### config.mk
export PLATFORM = sky130hd
export DESIGN_NAME = gpx_gpio
export DESIGN_NICKNAME = d
export VERILOG_FILES = /design/src/rtl/gpx_pkg.sv /design/src/rtl/gpx_gpio.sv /design/src/rtl/gpx_sync.sv
export SDC_FILE = /design/constraint.sdc
export NUM_CORES = 2
export LEC_CHECK = 0
export ABC_AREA = 1
export BUFFER_PORTS_ARGS = -buffer_cell sky130_fd_sc_hd__buf_2
export CAP_MARGIN = 20
export CORE_UTILIZATION = 40
export DETAILED_ROUTE_END_ITERATION = 8
export HOLD_SLACK_MARGIN = 0.08
export PLACE_DENSITY = 0.55
export SYNTH_ARGS = -nofsm -noshare
export SYNTH_HDL_FRONTEND = slang
export SYNTH_SLANG_ARGS = --single-unit
### constraint.sdc
create_clock -name mclk -period 3.3 [get_ports mclk]
set_input_delay 0.33 -clock mclk [delete_from_list [all_inputs] [get_ports mclk]]
set_output_delay 0.33 -clock mclk [all_outputs]
set_load 0.02 [all_outputs]
### src/rtl/gpx_pkg.sv
// shared constants, carrier types and reset helpers for the gpio port bank
package gpx_pkg;
  localparam int GPX_PORTS = 8;
  localparam int GPX_W = 8;
  localparam int GPX_PINS = GPX_PORTS * GPX_W;

  // register offsets within one port
  localparam logic [11:0] OFS_DIR = 12'h400;
  localparam logic [11:0] OFS_IS = 12'h404;
  localparam logic [11:0] OFS_IBE = 12'h408;
  localparam logic [11:0] OFS_IEV = 12'h40C;
  localparam logic [11:0] OFS_IM = 12'h410;
  localparam logic [11:0] OFS_RIS = 12'h414;
  localparam logic [11:0] OFS_MIS = 12'h418;
  localparam logic [11:0] OFS_ICR = 12'h41C;
  localparam logic [11:0] OFS_AFSEL = 12'h420;
  localparam logic [11:0] OFS_DRL = 12'h500;
  localparam logic [11:0] OFS_DRM = 12'h504;
  localparam logic [11:0] OFS_DRH = 12'h508;
  localparam logic [11:0] OFS_ODR = 12'h50C;
  localparam logic [11:0] OFS_PUR = 12'h510;
  localparam logic [11:0] OFS_PDR = 12'h514;
  localparam logic [11:0] OFS_SLR = 12'h518;
  localparam logic [11:0] OFS_DEN = 12'h51C;
  localparam logic [11:0] OFS_LOCK = 12'h520;
  localparam logic [11:0] OFS_CR = 12'h524;
  localparam logic [11:0] OFS_ID_BASE = 12'hFD0;
  localparam int ID_CELL_IDX = 12;

  // reset values; debug pins are port 1 bit 7 and port 2 bits 3:0
  localparam logic [GPX_PINS-1:0] DBG_PINS = 64'h0000_0000_000F_8000;
  localparam logic [7:0] RST_DRL = 8'hFF;
  localparam logic RST_LOCK = 1'b1;

  typedef struct packed {
    logic [7:0] pull_up_select;
    logic [7:0] pull_down_select;
    logic [7:0] drive_low_select;
    logic [7:0] drive_mid_select;
    logic [7:0] drive_high_select;
    logic [7:0] slew_limit_select;
    logic [7:0] open_drain_select;
    logic [7:0] digital_input_enable;
  } gpx_pad_s;

  typedef struct packed {
    logic [7:0] pin_value_reg;
    logic [7:0] pin_direction_select;
    logic [7:0] irq_sense_select;
    logic [7:0] irq_both_edges_select;
    logic [7:0] irq_event_polarity;
    logic [7:0] irq_mask;
    logic [7:0] irq_raw_status;
    logic [7:0] alt_function_select;
    logic [7:0] commit_enable;
    logic commit_lock;
    logic [7:0] prev_in;
    gpx_pad_s pad;
  } gpx_port_s;

  typedef struct packed {
    logic wr;
    logic rd;
    logic [2:0] port;
    logic [11:0] addr;
    logic [31:0] wdata;
  } gpx_req_s;

  typedef struct packed {
    gpx_port_s [GPX_PORTS-1:0] prt;
    logic [GPX_PINS-1:0] pin_out;
    logic [GPX_PINS-1:0] pin_oe;
    logic [GPX_PORTS-1:0] irq;
    logic [31:0] rdata;
    logic rd_valid;
  } gpx_top_s;

  typedef struct packed {
    logic [7:0] s1;
    logic [7:0] s2;
    logic [7:0] s3;
    logic [7:0] q;
  } gpx_sync_s;

  // merge new bits into old where mask is set
  function automatic logic [7:0] gpx_upd(input logic [7:0] o, input logic [7:0] n,
                                         input logic [7:0] m);
    return (o & ~m) | (n & m);
  endfunction

  // reset image of the whole bank
  function automatic gpx_top_s gpx_rst_top();
    gpx_top_s r;
    logic [7:0] d;
    r = '0;
    for (int p = 0; p < GPX_PORTS; p++) begin
      d = DBG_PINS[p*GPX_W +: GPX_W];
      r.prt[p].alt_function_select = d;
      r.prt[p].pad.digital_input_enable = d;
      r.prt[p].pad.pull_up_select = d;
      r.prt[p].pad.drive_low_select = RST_DRL;
      r.prt[p].commit_enable = ~d;
      r.prt[p].commit_lock = RST_LOCK;
    end
    return r;
  endfunction
endpackage

### src/rtl/gpx_gpio.sv
// bank of eight gpio ports with masked data access, pin interrupts and pad control
module gpx_gpio #(
  parameter logic [63:0] PAD_MASK = '1,
  parameter logic [31:0] UNLOCK_KEY = 32'h1234_5678, // arbitrary value
  parameter logic [63:0] PERIPH_ID = 64'h0706_0504_0302_0100, // arbitrary value
  parameter logic [31:0] CELL_ID = 32'h0B0A_0908 // arbitrary value
) (
  // clock and reset
  input wire logic mclk,
  input wire logic rst,
  // register access
  input gpx_pkg::gpx_req_s req,
  output logic [31:0] rdata,
  output logic rd_valid,
  // pads
  input wire logic [63:0] pin_in,
  output logic [63:0] pin_out,
  output logic [63:0] pin_oe,
  output gpx_pkg::gpx_pad_s [7:0] pad_cfg,
  // peripherals on alternate function
  input wire logic [63:0] alt_out,
  input wire logic [63:0] alt_oe,
  output logic [63:0] alt_in,
  // one interrupt per port
  output logic [7:0] irq
);
  import gpx_pkg::*;

  localparam gpx_top_s RST_ST = gpx_rst_top();

  gpx_top_s st_ff;
  gpx_top_s nxt_st;
  logic [GPX_PINS-1:0] pin_sync;

  // one synchroniser per port; pad config leaves straight from its flops
  for (genvar g = 0; g < GPX_PORTS; g++) begin : g_port
    gpx_sync u_sync (
      .mclk(mclk),
      .rst(rst),
      .d(pin_in[g*GPX_W +: GPX_W]),
      .q(pin_sync[g*GPX_W +: GPX_W])
    );
    assign pad_cfg[g] = st_ff.prt[g].pad;
  end

  // next state of all eight ports
  always_comb begin
    gpx_port_s pr;
    gpx_port_s pn;
    logic [7:0] cm;
    logic [7:0] dbg;
    logic [7:0] inv;
    logic [7:0] wd;
    logic [7:0] clr;
    logic [7:0] allow;
    logic [7:0] rise;
    logic [7:0] fall;
    logic [7:0] edg;
    logic [7:0] lvl;
    logic [7:0] ov;
    logic [7:0] ev;
    logic [31:0] rv;
    logic [11:0] a;
    logic [3:0] idx;
    logic sel;
    pr = '0;
    pn = '0;
    cm = '0;
    dbg = '0;
    inv = '0;
    clr = '0;
    allow = '0;
    rise = '0;
    fall = '0;
    edg = '0;
    lvl = '0;
    ov = '0;
    ev = '0;
    rv = '0;
    sel = 1'b0;
    a = req.addr;
    idx = req.addr[5:2];
    wd = req.wdata[7:0];
    nxt_st = st_ff;
    nxt_st.rd_valid = 1'b0;
    for (int p = 0; p < GPX_PORTS; p++) begin
      pr = st_ff.prt[p];
      pn = pr;
      cm = PAD_MASK[p*GPX_W +: GPX_W];
      dbg = DBG_PINS[p*GPX_W +: GPX_W];
      sel = (req.port == 3'(p));
      clr = '0;
      allow = '0;
      // a disabled input reads low, like a pad with no digital buffer
      inv = pin_sync[p*GPX_W +: GPX_W] & pr.pad.digital_input_enable;

      // register writes; pad-less bits are never touched
      if (req.wr && sel) begin
        if (a[11:10] == 2'b00) begin
          pn.pin_value_reg = gpx_upd(pr.pin_value_reg, wd, a[9:2] & cm);
        end else begin
          case (a)
            OFS_DIR: pn.pin_direction_select = gpx_upd(pr.pin_direction_select, wd, cm);
            OFS_IS: pn.irq_sense_select = gpx_upd(pr.irq_sense_select, wd, cm);
            OFS_IBE: pn.irq_both_edges_select = gpx_upd(pr.irq_both_edges_select, wd, cm);
            OFS_IEV: pn.irq_event_polarity = gpx_upd(pr.irq_event_polarity, wd, cm);
            OFS_IM: pn.irq_mask = gpx_upd(pr.irq_mask, wd, cm);
            OFS_ICR: clr = wd & cm;
            OFS_AFSEL: begin
              // protected bits need the unlock key and their commit bit
              allow = cm & (~dbg | ({8{~pr.commit_lock}} & pr.commit_enable));
              pn.alt_function_select = gpx_upd(pr.alt_function_select, wd, allow);
            end
            OFS_DRL: pn.pad.drive_low_select = gpx_upd(pr.pad.drive_low_select, wd, cm);
            OFS_DRM: pn.pad.drive_mid_select = gpx_upd(pr.pad.drive_mid_select, wd, cm);
            OFS_DRH: pn.pad.drive_high_select = gpx_upd(pr.pad.drive_high_select, wd, cm);
            OFS_ODR: pn.pad.open_drain_select = gpx_upd(pr.pad.open_drain_select, wd, cm);
            OFS_PUR: pn.pad.pull_up_select = gpx_upd(pr.pad.pull_up_select, wd, cm);
            OFS_PDR: pn.pad.pull_down_select = gpx_upd(pr.pad.pull_down_select, wd, cm);
            OFS_SLR: pn.pad.slew_limit_select = gpx_upd(pr.pad.slew_limit_select, wd, cm);
            OFS_DEN: begin
              pn.pad.digital_input_enable = gpx_upd(pr.pad.digital_input_enable, wd, cm);
            end
            OFS_LOCK: pn.commit_lock = (req.wdata != UNLOCK_KEY);
            OFS_CR: begin
              // only the protected pins have writable commit bits
              if (!pr.commit_lock) begin
                pn.commit_enable = gpx_upd(pr.commit_enable, wd, cm & dbg);
              end
            end
            default: pn = pr;
          endcase
        end
      end

      // input pins capture the synchronised level, over any data write
      pn.pin_value_reg = gpx_upd(pn.pin_value_reg, inv, ~pr.pin_direction_select & cm);

      // edge and level detection on the filtered input
      rise = inv & ~pr.prev_in;
      fall = ~inv & pr.prev_in;
      edg = (pr.irq_both_edges_select & (rise | fall)) |
            (~pr.irq_both_edges_select & pr.irq_event_polarity & rise) |
            (~pr.irq_both_edges_select & ~pr.irq_event_polarity & fall);
      lvl = ~(inv ^ pr.irq_event_polarity);
      pn.prev_in = inv;
      // edges stick until cleared and a new edge beats the clear;
      // levels follow the pin, so the source must hold them
      pn.irq_raw_status = cm & ((pr.irq_sense_select & lvl) |
                          (~pr.irq_sense_select & ((pr.irq_raw_status & ~clr) | edg)));

      // single port interrupt from masked status
      nxt_st.irq[p] = |(pn.irq_raw_status & pn.irq_mask);

      // pad drive: peripheral or data register, open drain only pulls low
      ov = (pn.alt_function_select & alt_out[p*GPX_W +: GPX_W]) |
           (~pn.alt_function_select & pn.pin_value_reg);
      ev = (pn.alt_function_select & alt_oe[p*GPX_W +: GPX_W]) |
           (~pn.alt_function_select & pn.pin_direction_select);
      nxt_st.pin_out[p*GPX_W +: GPX_W] = ov & ~pn.pad.open_drain_select & cm;
      nxt_st.pin_oe[p*GPX_W +: GPX_W] = ev & (~pn.pad.open_drain_select | ~ov) & cm;

      // register reads, answered on the next edge
      if (req.rd && sel) begin
        rv = '0;
        if (a[11:10] == 2'b00) begin
          rv[7:0] = pr.pin_value_reg & a[9:2] & cm;
        end else if (a >= OFS_ID_BASE) begin
          // identity words are constants; cell words sit in the top four slots
          if (idx >= 4'(ID_CELL_IDX)) begin
            rv[7:0] = CELL_ID[{idx[1:0], 3'b000} +: 8];
          end else begin
            rv[7:0] = PERIPH_ID[{idx[2:0], 3'b000} +: 8];
          end
        end else begin
          case (a)
            OFS_DIR: rv[7:0] = pr.pin_direction_select;
            OFS_IS: rv[7:0] = pr.irq_sense_select;
            OFS_IBE: rv[7:0] = pr.irq_both_edges_select;
            OFS_IEV: rv[7:0] = pr.irq_event_polarity;
            OFS_IM: rv[7:0] = pr.irq_mask;
            OFS_RIS: rv[7:0] = pr.irq_raw_status;
            OFS_MIS: rv[7:0] = pr.irq_raw_status & pr.irq_mask;
            OFS_AFSEL: rv[7:0] = pr.alt_function_select;
            OFS_DRL: rv[7:0] = pr.pad.drive_low_select;
            OFS_DRM: rv[7:0] = pr.pad.drive_mid_select;
            OFS_DRH: rv[7:0] = pr.pad.drive_high_select;
            OFS_ODR: rv[7:0] = pr.pad.open_drain_select;
            OFS_PUR: rv[7:0] = pr.pad.pull_up_select;
            OFS_PDR: rv[7:0] = pr.pad.pull_down_select;
            OFS_SLR: rv[7:0] = pr.pad.slew_limit_select;
            OFS_DEN: rv[7:0] = pr.pad.digital_input_enable;
            OFS_LOCK: rv[0] = pr.commit_lock;
            OFS_CR: rv[7:0] = pr.commit_enable;
            default: rv = '0;
          endcase
          rv[7:0] = rv[7:0] & cm;
        end
        nxt_st.rdata = rv;
        nxt_st.rd_valid = 1'b1;
      end
      nxt_st.prt[p] = pn;
    end
  end

  // every reset reloads the full default image, debug pins included
  always_ff @(posedge mclk) begin
    if (rst) begin
      st_ff <= RST_ST;
    end else begin
      st_ff <= nxt_st;
    end
  end

  assign rdata = st_ff.rdata;
  assign rd_valid = st_ff.rd_valid;
  assign pin_out = st_ff.pin_out;
  assign pin_oe = st_ff.pin_oe;
  assign irq = st_ff.irq;
  // peripherals see the filtered level, not gated by digital_input_enable as the data register is
  assign alt_in = pin_sync;

  // per-port checks
  for (genvar g = 0; g < GPX_PORTS; g++) begin : g_chk
    localparam logic [7:0] CM = PAD_MASK[g*GPX_W +: GPX_W];
    localparam logic [7:0] DB = DBG_PINS[g*GPX_W +: GPX_W];

    a_reset_cfg:
    assert property (@(posedge mclk) disable iff (rst)
      $past(rst) |-> st_ff.prt[g].alt_function_select == DB &&
        st_ff.prt[g].pad.digital_input_enable == DB &&
        st_ff.prt[g].pad.pull_up_select == DB &&
        st_ff.prt[g].pad.pull_down_select == 8'h00 && pin_oe[g*GPX_W +: GPX_W] == 8'h00)
      else $error("port config wrong after reset");

    a_data_mask:
    assert property (@(posedge mclk) disable iff (rst)
      (req.wr && req.port == 3'(g) && req.addr[11:10] == 2'b00) |=>
        ((st_ff.prt[g].pin_value_reg ^ $past(st_ff.prt[g].pin_value_reg)) &
         $past(st_ff.prt[g].pin_direction_select) & ~$past(req.addr[9:2])) == 8'h00)
      else $error("masked data bit changed on write");

    a_read_mask:
    assert property (@(posedge mclk) disable iff (rst)
      (req.rd && req.port == 3'(g) && req.addr[11:10] == 2'b00) |=>
        rd_valid && (rdata[7:0] & ~$past(req.addr[9:2])) == 8'h00 && rdata[31:8] == '0)
      else $error("masked data bit read nonzero");

    a_input_capture:
    assert property (@(posedge mclk) disable iff (rst)
      1'b1 |=> ((st_ff.prt[g].pin_value_reg ^ $past(pin_sync[g*GPX_W +: GPX_W])) &
        ~$past(st_ff.prt[g].pin_direction_select) &
        $past(st_ff.prt[g].pad.digital_input_enable) & CM) == 8'h00)
      else $error("input pin not captured");

    a_irq_merge:
    assert property (@(posedge mclk) disable iff (rst)
      irq[g] == |(st_ff.prt[g].irq_raw_status & st_ff.prt[g].irq_mask))
      else $error("port interrupt not the or of masked status");

    a_edge_latch:
    assert property (@(posedge mclk) disable iff (rst)
      1'b1 |=> ($past(st_ff.prt[g].irq_raw_status & ~st_ff.prt[g].irq_sense_select) &
        ~($past(req.wdata[7:0]) &
          {8{$past(req.wr && req.port == 3'(g) && req.addr == OFS_ICR)}}) &
        ~st_ff.prt[g].irq_raw_status) == 8'h00)
      else $error("latched edge lost without clear");

    a_clear_w1c:
    assert property (@(posedge mclk) disable iff (rst)
      (req.wr && req.port == 3'(g) && req.addr == OFS_ICR &&
       st_ff.prt[g].prev_in ==
         (pin_sync[g*GPX_W +: GPX_W] & st_ff.prt[g].pad.digital_input_enable)) |=>
        (st_ff.prt[g].irq_raw_status &
         $past(req.wdata[7:0] & ~st_ff.prt[g].irq_sense_select)) == 8'h00)
      else $error("clear did not drop latched edge");

    a_commit_guard:
    assert property (@(posedge mclk) disable iff (rst)
      (req.wr && req.port == 3'(g) && st_ff.prt[g].commit_lock) |=>
        ((st_ff.prt[g].alt_function_select ^ $past(st_ff.prt[g].alt_function_select)) &
         DB) == 8'h00)
      else $error("protected alt select changed while locked");

    a_drive_out:
    assert property (@(posedge mclk) disable iff (rst)
      ((st_ff.prt[g].pin_direction_select & ~st_ff.prt[g].alt_function_select &
        ~st_ff.prt[g].pad.open_drain_select & CM) &
       ~(pin_oe[g*GPX_W +: GPX_W] &
         ~(pin_out[g*GPX_W +: GPX_W] ^ st_ff.prt[g].pin_value_reg))) == 8'h00)
      else $error("output pin not driving its data bit");

    a_input_hiz:
    assert property (@(posedge mclk) disable iff (rst)
      (~st_ff.prt[g].pin_direction_select & ~st_ff.prt[g].alt_function_select &
       pin_oe[g*GPX_W +: GPX_W]) == 8'h00)
      else $error("input pin is driven");

    // open drain output: never high, drive enable only while the bit is 0
    a_open_drain:
    assert property (@(posedge mclk) disable iff (rst)
      ((st_ff.prt[g].pin_direction_select & ~st_ff.prt[g].alt_function_select &
        st_ff.prt[g].pad.open_drain_select & CM) &
       (pin_out[g*GPX_W +: GPX_W] |
        ~(pin_oe[g*GPX_W +: GPX_W] ^ st_ff.prt[g].pin_value_reg))) == 8'h00)
      else $error("open drain pin driven wrongly");

    // peripheral owns the pad one edge after it asks; the reset edge is skipped
    // because the reset image does not look at the peripheral inputs
    a_alt_handover:
    assert property (@(posedge mclk) disable iff (rst)
      !$past(rst) |->
        ((st_ff.prt[g].alt_function_select & ~st_ff.prt[g].pad.open_drain_select & CM) &
         ((pin_out[g*GPX_W +: GPX_W] ^ $past(alt_out[g*GPX_W +: GPX_W])) |
          (pin_oe[g*GPX_W +: GPX_W] ^ $past(alt_oe[g*GPX_W +: GPX_W])))) == 8'h00)
      else $error("alternate pin not following its peripheral");

    // level status tracks the filtered pin with no latching
    a_level_follow:
    assert property (@(posedge mclk) disable iff (rst)
      1'b1 |=> ((st_ff.prt[g].irq_raw_status ^
        ~($past(pin_sync[g*GPX_W +: GPX_W] & st_ff.prt[g].pad.digital_input_enable) ^
          $past(st_ff.prt[g].irq_event_polarity))) &
        $past(st_ff.prt[g].irq_sense_select) & CM) == 8'h00)
      else $error("level status not following the pin");
  end
endmodule

### src/rtl/gpx_sync.sv
// three-stage pin synchroniser with agreement filter
module gpx_sync (
  // clock and reset
  input wire logic mclk,
  input wire logic rst,
  // raw pins in, filtered level out
  input wire logic [7:0] d,
  output logic [7:0] q
);
  import gpx_pkg::*;

  gpx_sync_s st_ff;
  gpx_sync_s nxt_st;

  // s1 feeds only s2; q moves only when s2 and s3 agree
  always_comb begin
    nxt_st = st_ff;
    nxt_st.s1 = d;
    nxt_st.s2 = st_ff.s1;
    nxt_st.s3 = st_ff.s2;
    nxt_st.q = (st_ff.q & (st_ff.s2 ^ st_ff.s3)) | (st_ff.s3 & ~(st_ff.s2 ^ st_ff.s3));
  end

  always_ff @(posedge mclk) begin
    if (rst) begin
      st_ff <= '0;
    end else begin
      st_ff <= nxt_st;
    end
  end

  assign q = st_ff.q;
endmodule

# [After elaboration in Yosys (flattened, before gate mapping)]
# Cells that the tools add are included.
[totals] inputBits=243 memories=0 latch_bits=0 out_inout_bits=745 mem_bits_rw=0 romBits=0 reg_bits=1513
[op_classes] n_bitwise=425 mux=199 n_addsub=0 magnitude_cmp=2 n_mul=0 n_div=0 eq_ne=27 reduce_logical=117 shifts=2
[op_table] op="bitwise AND 8 bit" n=206
[op_table] op="two-way mux 8 bit" n=151
[op_table] op="two-way mux 145 bit" n=8
[op_table] op="two-way mux 137 bit" n=8
[op_table] op="one-hot mux 7 bit (17 select lines)" n=8
[op_table] op="NOT 8 bit" n=107
[op_table] op="OR 8 bit" n=90
[op_table] op="AND reduction 3 bit" n=88
[op_table] op="== test 12 x 11 -> 1 bit, second input constant" n=19
[op_table] op="one-hot mux 1 bit (18 select lines)" n=8
[op_table] op="bitwise XOR 8 bit" n=16
[op_table] op="two-way mux 9 bit" n=8
[op_table] op="OR reduction 8 bit" n=8
[op_table] op="indexed part select 64 x 7 -> 8 bit, first input constant" n=1
[op_table] op="!= test 32 x 29 -> 1 bit, second input constant" n=1
[op_table] op="indexed part select 32 x 6 -> 8 bit, first input constant" n=1
[op_table] op="logical AND 1 bit" n=16
[op_table] op="== test 3 bit, second input constant" n=4
[op_table] op=">= comparator 12 bit, second input constant" n=1
[op_table] op="two-way mux 1 bit" n=8
[op_table] op="OR 7 x 8 -> 8 bit" n=1
[op_table] op="OR 8 x 4 -> 8 bit" n=1
[op_table] op="AND reduction 4 bit" n=2
[op_table] op="nonzero test 8 bit" n=1
[op_table] op="other kinds (7)" n=10

# [Longest topological paths before layout]
[depth] word_depth=15 depth_mapped=21

# [Cells and area by module]
# From an unflattened synthesis, not the netlist that was laid out.
[hier_totals] hier_cells=9627 hier_area_um2=70888.0
[by_module_without_submodules] mod="gpx_gpio" seq_area_each_um2=24943.9 area_per_inst_um2=62640.1 instances=1 cells_per_inst=8699
[by_module_without_submodules] mod="gpx_sync" seq_area_each_um2=640.6 area_per_inst_um2=1031.0 instances=8 cells_per_inst=116

# [Least setup slack after synthesis]
# No wires, ideal clock.
[synth_path] path_kind="input port to flip-flop" start="in req[33] (netlist name)" end="reg st_ff (netlist bit pin_oe[62])" n_path_buf=2 path_slack_ns=1.115 arrival_ns=2.066 cell_stages=11 path_cell_list="nor2_1 > nand2_1 > nor2_1 > nand2_2 > inv_2 > buf_4 > nand2_1 > buf_2 > a21oi_1 > o21ai_0 > o221a_2"
[synth_between] elab_chain_len=10 elab_cells_between_ends=19 classes_between="eq/ne: 3; mux: 5; bitwise: 11"
[synth_lines] element="start, declared" line_no="gpx_gpio.sv:12" text="input gpx_pkg::gpx_req_s req,"
[synth_lines] element="== test 12 x 11 -> 1 bit"
[synth_lines] element="two-way mux 8 bit" line_no="gpx_gpio.sv:102" text="case (a)"
[synth_lines] element="two-way mux 137 bit *" line_no="gpx_gpio.sv:99" text="if (a[11:10] == 2'b00) begin"
[synth_lines] element="two-way mux 145 bit *" line_no="gpx_gpio.sv:98" text="if (req.wr && sel) begin"
[synth_lines] element="NOT 8 bit" line_no="gpx_gpio.sv:157, gpx_gpio.sv:159"
[synth_lines] element="bitwise AND 8 bit" line_no="gpx_gpio.sv:157" text="(~pn.alt_function_select & pn.pin_value_reg);"
[synth_lines] element="OR 8 bit" line_no="gpx_gpio.sv:156" text="ov = (pn.alt_function_select & alt_out[p*GPX_W +: GPX_W]) |"
[synth_lines] element="NOT 8 bit" line_no="gpx_gpio.sv:161" text="nxt_st.pin_oe[p*GPX_W +: GPX_W] = ev & (~pn.pad.open_drain_select | ~ov) & cm;"
[synth_lines] element="OR 8 bit" line_no="gpx_gpio.sv:161"
[synth_lines] element="bitwise AND 8 bit *" line_no="gpx_gpio.sv:161"
[synth_lines] element="end signal, assigned" line_no="gpx_gpio.sv:211" text="st_ff <= nxt_st;"
[synth_lines] element="end, declared" line_no="gpx_gpio.sv:31" text="gpx_top_s st_ff;"
# Mark *: on every way between the ends. The rest lies on a longest branch, timed or not.
# A chain may end at the register's enable or synchronous reset.

# [Worst setup path after layout]
[layout_path] start="in req[2] (netlist name)" end="reg st_ff (netlist bit pin_oe[50])"
[layout_between] elab_chain_len=11 elab_cells_between_ends=21 classes_between="mux: 6; bitwise: 15"
[layout_lines] element="bitwise AND 8 bit" line_no="gpx_pkg.sv:88" text="return (o & ~m) | (n & m);"
[layout_lines] element="OR 8 bit" line_no="gpx_pkg.sv:88"
[layout_lines] element="two-way mux 8 bit" line_no="gpx_gpio.sv:99"
[layout_lines] element="two-way mux 145 bit *" line_no="gpx_gpio.sv:98"
[layout_lines] element="bitwise AND 8 bit" line_no="gpx_pkg.sv:88"
[layout_lines] element="OR 8 bit" line_no="gpx_pkg.sv:88"
[layout_lines] element="bitwise AND 8 bit" line_no="gpx_gpio.sv:157"
[layout_lines] element="OR 8 bit" line_no="gpx_gpio.sv:156"
[layout_lines] element="NOT 8 bit" line_no="gpx_gpio.sv:161"
[layout_lines] element="OR 8 bit" line_no="gpx_gpio.sv:161"
[layout_lines] element="bitwise AND 8 bit *" line_no="gpx_gpio.sv:161"
# Marks and branches as above.

==> impl_metrics.env <==
export IMPL_grt_max_degree=126
export IMPL_status="finished, violations left"
export IMPL_crit_path_top_delay_cell="o311ai_0"
export IMPL_worstSetupPathType="in -> reg"
export IMPL_totalPowerFinal_uw=39600
export IMPL_synth_most_common_cell="nand2_1"
export IMPL_start_kind="input port"
export IMPL_dp_hpwl_um=274000
export IMPL_wl_per_cell_um=29.5
export IMPL_root_buffer="clkbuf_16"
export IMPL_synth_cell_types=54
export IMPL_synthTopCellsByCount="nand2_1, dfxtp_1, nor2_1, o21ai_0, a21oi_1"
export IMPL_ios=988
export IMPL_synth_seq_cells=1502
export IMPL_worst_slew_pin_slew_ns=1.08
export IMPL_rrSetupSlack_ns=0.40
export IMPL_sw_frac_of_total=0.242
export IMPL_irDropWorstVdd_mv=0.502
export IMPL_grt_overflow=0
export IMPL_core_sq_um=174000
export IMPL_cpPeakStageDelay_ns=0.76
export IMPL_seqPwrFrac=0.462
export IMPL_vias_per_cell=5.74
export IMPL_vias=72851
export IMPL_initial_core_util=0.404
export IMPL_cts_setup_buffers=0
export IMPL_power_switching_uw=9570
export IMPL_cts_htree_levels=4
export IMPL_ys_seq_area_frac=0.428
export IMPL_slew_limit_headroom=0.279
export IMPL_wl_um=374000
export IMPL_violations="setup timing"
export IMPL_rows=153
export IMPL_place_congestion=1.02
export IMPL_clock_sinks=1502
export IMPL_whs_endpoint="st_ff[531]"
export IMPL_io_buffers=963
export IMPL_firstDrtPassIters=7
export IMPL_p_clk_frac=0.491
export IMPL_min_period_over_period=1.05
export IMPL_die_x_um=421
export IMPL_cts_inserted_buffers=169
export IMPL_hp_class="in -> reg"
export IMPL_p_int_uw=30000
export IMPL_maxCapViolCount=0
export IMPL_synth_area_leaders="dfxtp_1, o21ai_0, buf_4, nand2_1, nor2_1"
export IMPL_reg2reg_to="irq[2]"
export IMPL_drive_above_1_share=0.188
export IMPL_clk_latency_ns=0.86
export IMPL_grt_pass1_wl_um=511000
export IMPL_leakagePower_uw=0.0372
export IMPL_critical_path_peak_fanout=23
export IMPL_ant_nets=0
export IMPL_pwr_share_comb=0.047
export IMPL_holdWs_ns=0.146
export IMPL_crit_chain="dlygate4sd3_1 -> buf_2 -> inv_4 -> o311ai_0 -> o21ai_0 -> nand2_1 -> o21ai_0 -> o221a_2 -> dlygate4sd3_1"
export IMPL_ys_flop_type="dfxtp_1"
export IMPL_ys_warn_count=0
export IMPL_worstRegToRegCells=12
export IMPL_cellPowerDensity_nw_per_um2=475
export IMPL_grt_pass1_vias=66117
export IMPL_clock_path_buffers=3
export IMPL_cts_tree="yes"
export IMPL_track_usage=0.403
export IMPL_syn_area_per_cell_sq_um=7.34
export IMPL_cp_required_ns=4.03
export IMPL_die_area_sq_um=178000
export IMPL_final_cells=12694
export IMPL_synth_top_area_frac=0.428
export IMPL_final_util=0.478
export IMPL_syn_inst=9577
export IMPL_drcViolationCount=0
export IMPL_clkTransAtPathRegs_ns=0.06
export IMPL_dp_cells=12133
export IMPL_hold_viol=0
export IMPL_place_ws_ns=-0.171
export IMPL_cts_resized=0
export IMPL_slew_violations=0
export IMPL_post_route_min_period_ns=3.46
export IMPL_yosys_area_top_type="dfxtp_1"
export IMPL_crit_path_end_kind="register"
export IMPL_hold_buffers=247
export IMPL_max_freq_ghz=0.289
export IMPL_hp_start="req[44]"
export IMPL_drtIter0Drc=9623
export IMPL_area_growth_pct=18.5
export IMPL_skew_ns=0.0412
export IMPL_crit_reg2reg_launch="g_port[2].u_sync.q[1]"
export IMPL_cp_arrival_ns=4.19
export IMPL_synthArstFlopShare=0
export IMPL_grt_antenna_before_repair=30
export IMPL_synth_edf_count=0
export IMPL_rsz0062_at_grt="false"
export IMPL_fin_nets=10597
export IMPL_hold_path_depth=6
export IMPL_die_h_um=421
export IMPL_setup_viol=1
export IMPL_setup_ws_ns=-0.162
export IMPL_syn_area_sq_um=70300
registers in the layout, summed over array words and instances (netlist names):
register	flops
g_port.u_sync.st_ff	64
st_ff	589
irq	8
pin_out	64
rd_valid	1
g_port.u_sync.q	64
g_port.u_sync.nxt_st	128
pin_oe	64
rdata	8
pad_cfg	512
layout make-up:
cell class / count / area [sq um]
timing repair buffer: 1737 / 12100
clock inverter: 51 / 587
clock buffer: 245 / 5000
multi-input combinational: 5986 / 29500
tap: 2325 / 2910
inverter: 830 / 3140
sequential: 1502 / 30100
antenna: 18 / 45.0
fill: 17517 / 90900
worst max-delay path: cells and delay by family:
kind            cells  cell delay, ns
buf+inv             4            1.94
compound gates      4            1.69
simple gates        1            0.18
placed cells by master, fill, tap and decap left out, types with 38 or more instances in the layout:
master         netlist  layout
nand2_1           1510    1503
dfxtp_1           1502    1502
o21ai_0           1214    1214
nor2_1            1216    1208
buf_2              130     962
a21oi_1            805     805
inv_1              794     785
buf_4              761     460
nand3_1            271     271
dlygate4sd3_1        0     247
clkbuf_16            0     174
o22ai_1            145     145
ha_1               128     128
o211ai_1           105     105
nand4_1             80      80
buf_12               0      67
o221a_2             59      59
o21ai_1             52      52
o311ai_0            50      50
o2111ai_1           42      42
nor3_1              40      40
clkbuf_8             0      38
how the worst max path moves through the flow:
stage / from / to / slack (ns)
after floorplan: req[33] / pin_oe[62] / 1.11
after global placement: req[32] / rdata[5] / -0.16
after detailed placement: req[32] / rdata[5] / -0.17
after CTS: req[2] / pin_oe[50] / 0.12
after global routing: req[2] / pin_oe[50] / 0.04
final: req[2] / pin_oe[50] / -0.16
power groups by stage:
stage               clock [uW]  combinational [uW]  sequential (uW)
finish                   19500                1850            18300
global route             20300                1880            18300
CTS                      19500                1780            18300
detailed placement           0                1600            18700
global placement             0                1590            18700
floorplan                    0                 732            18700
logic make-up after synthesis:
kind of cell	Yosys count	synth area share
mux	6	0.000978
fa+ha+maj	128	0.0228
xor+xnor	21	0.00262
buf+inv	2112	0.156
simple gates	3222	0.186
other cells	1	0.0000533
compound gates	2585	0.205
flops	1502	0.428
routing by layer:
layer  up-vias  GRT usage  part of all wire
met5         -          0          0.000061
met4         4      0.280             0.079
met3       994     0.0710             0.094
met2      4607      0.613              0.43
met1     35044      0.516              0.39
li1      32202          -                 -
stage by stage:
step / TNS (ns) / cell area [sq um]
after global routing: 0 / 83300
after global placement: -0.460 / 75200
after detailed placement: -0.415 / 75200
final: -0.162 / 83300
after floorplan: 0 / 70400
after CTS: 0 / 83300
Power figures use the tool's default switching activity.
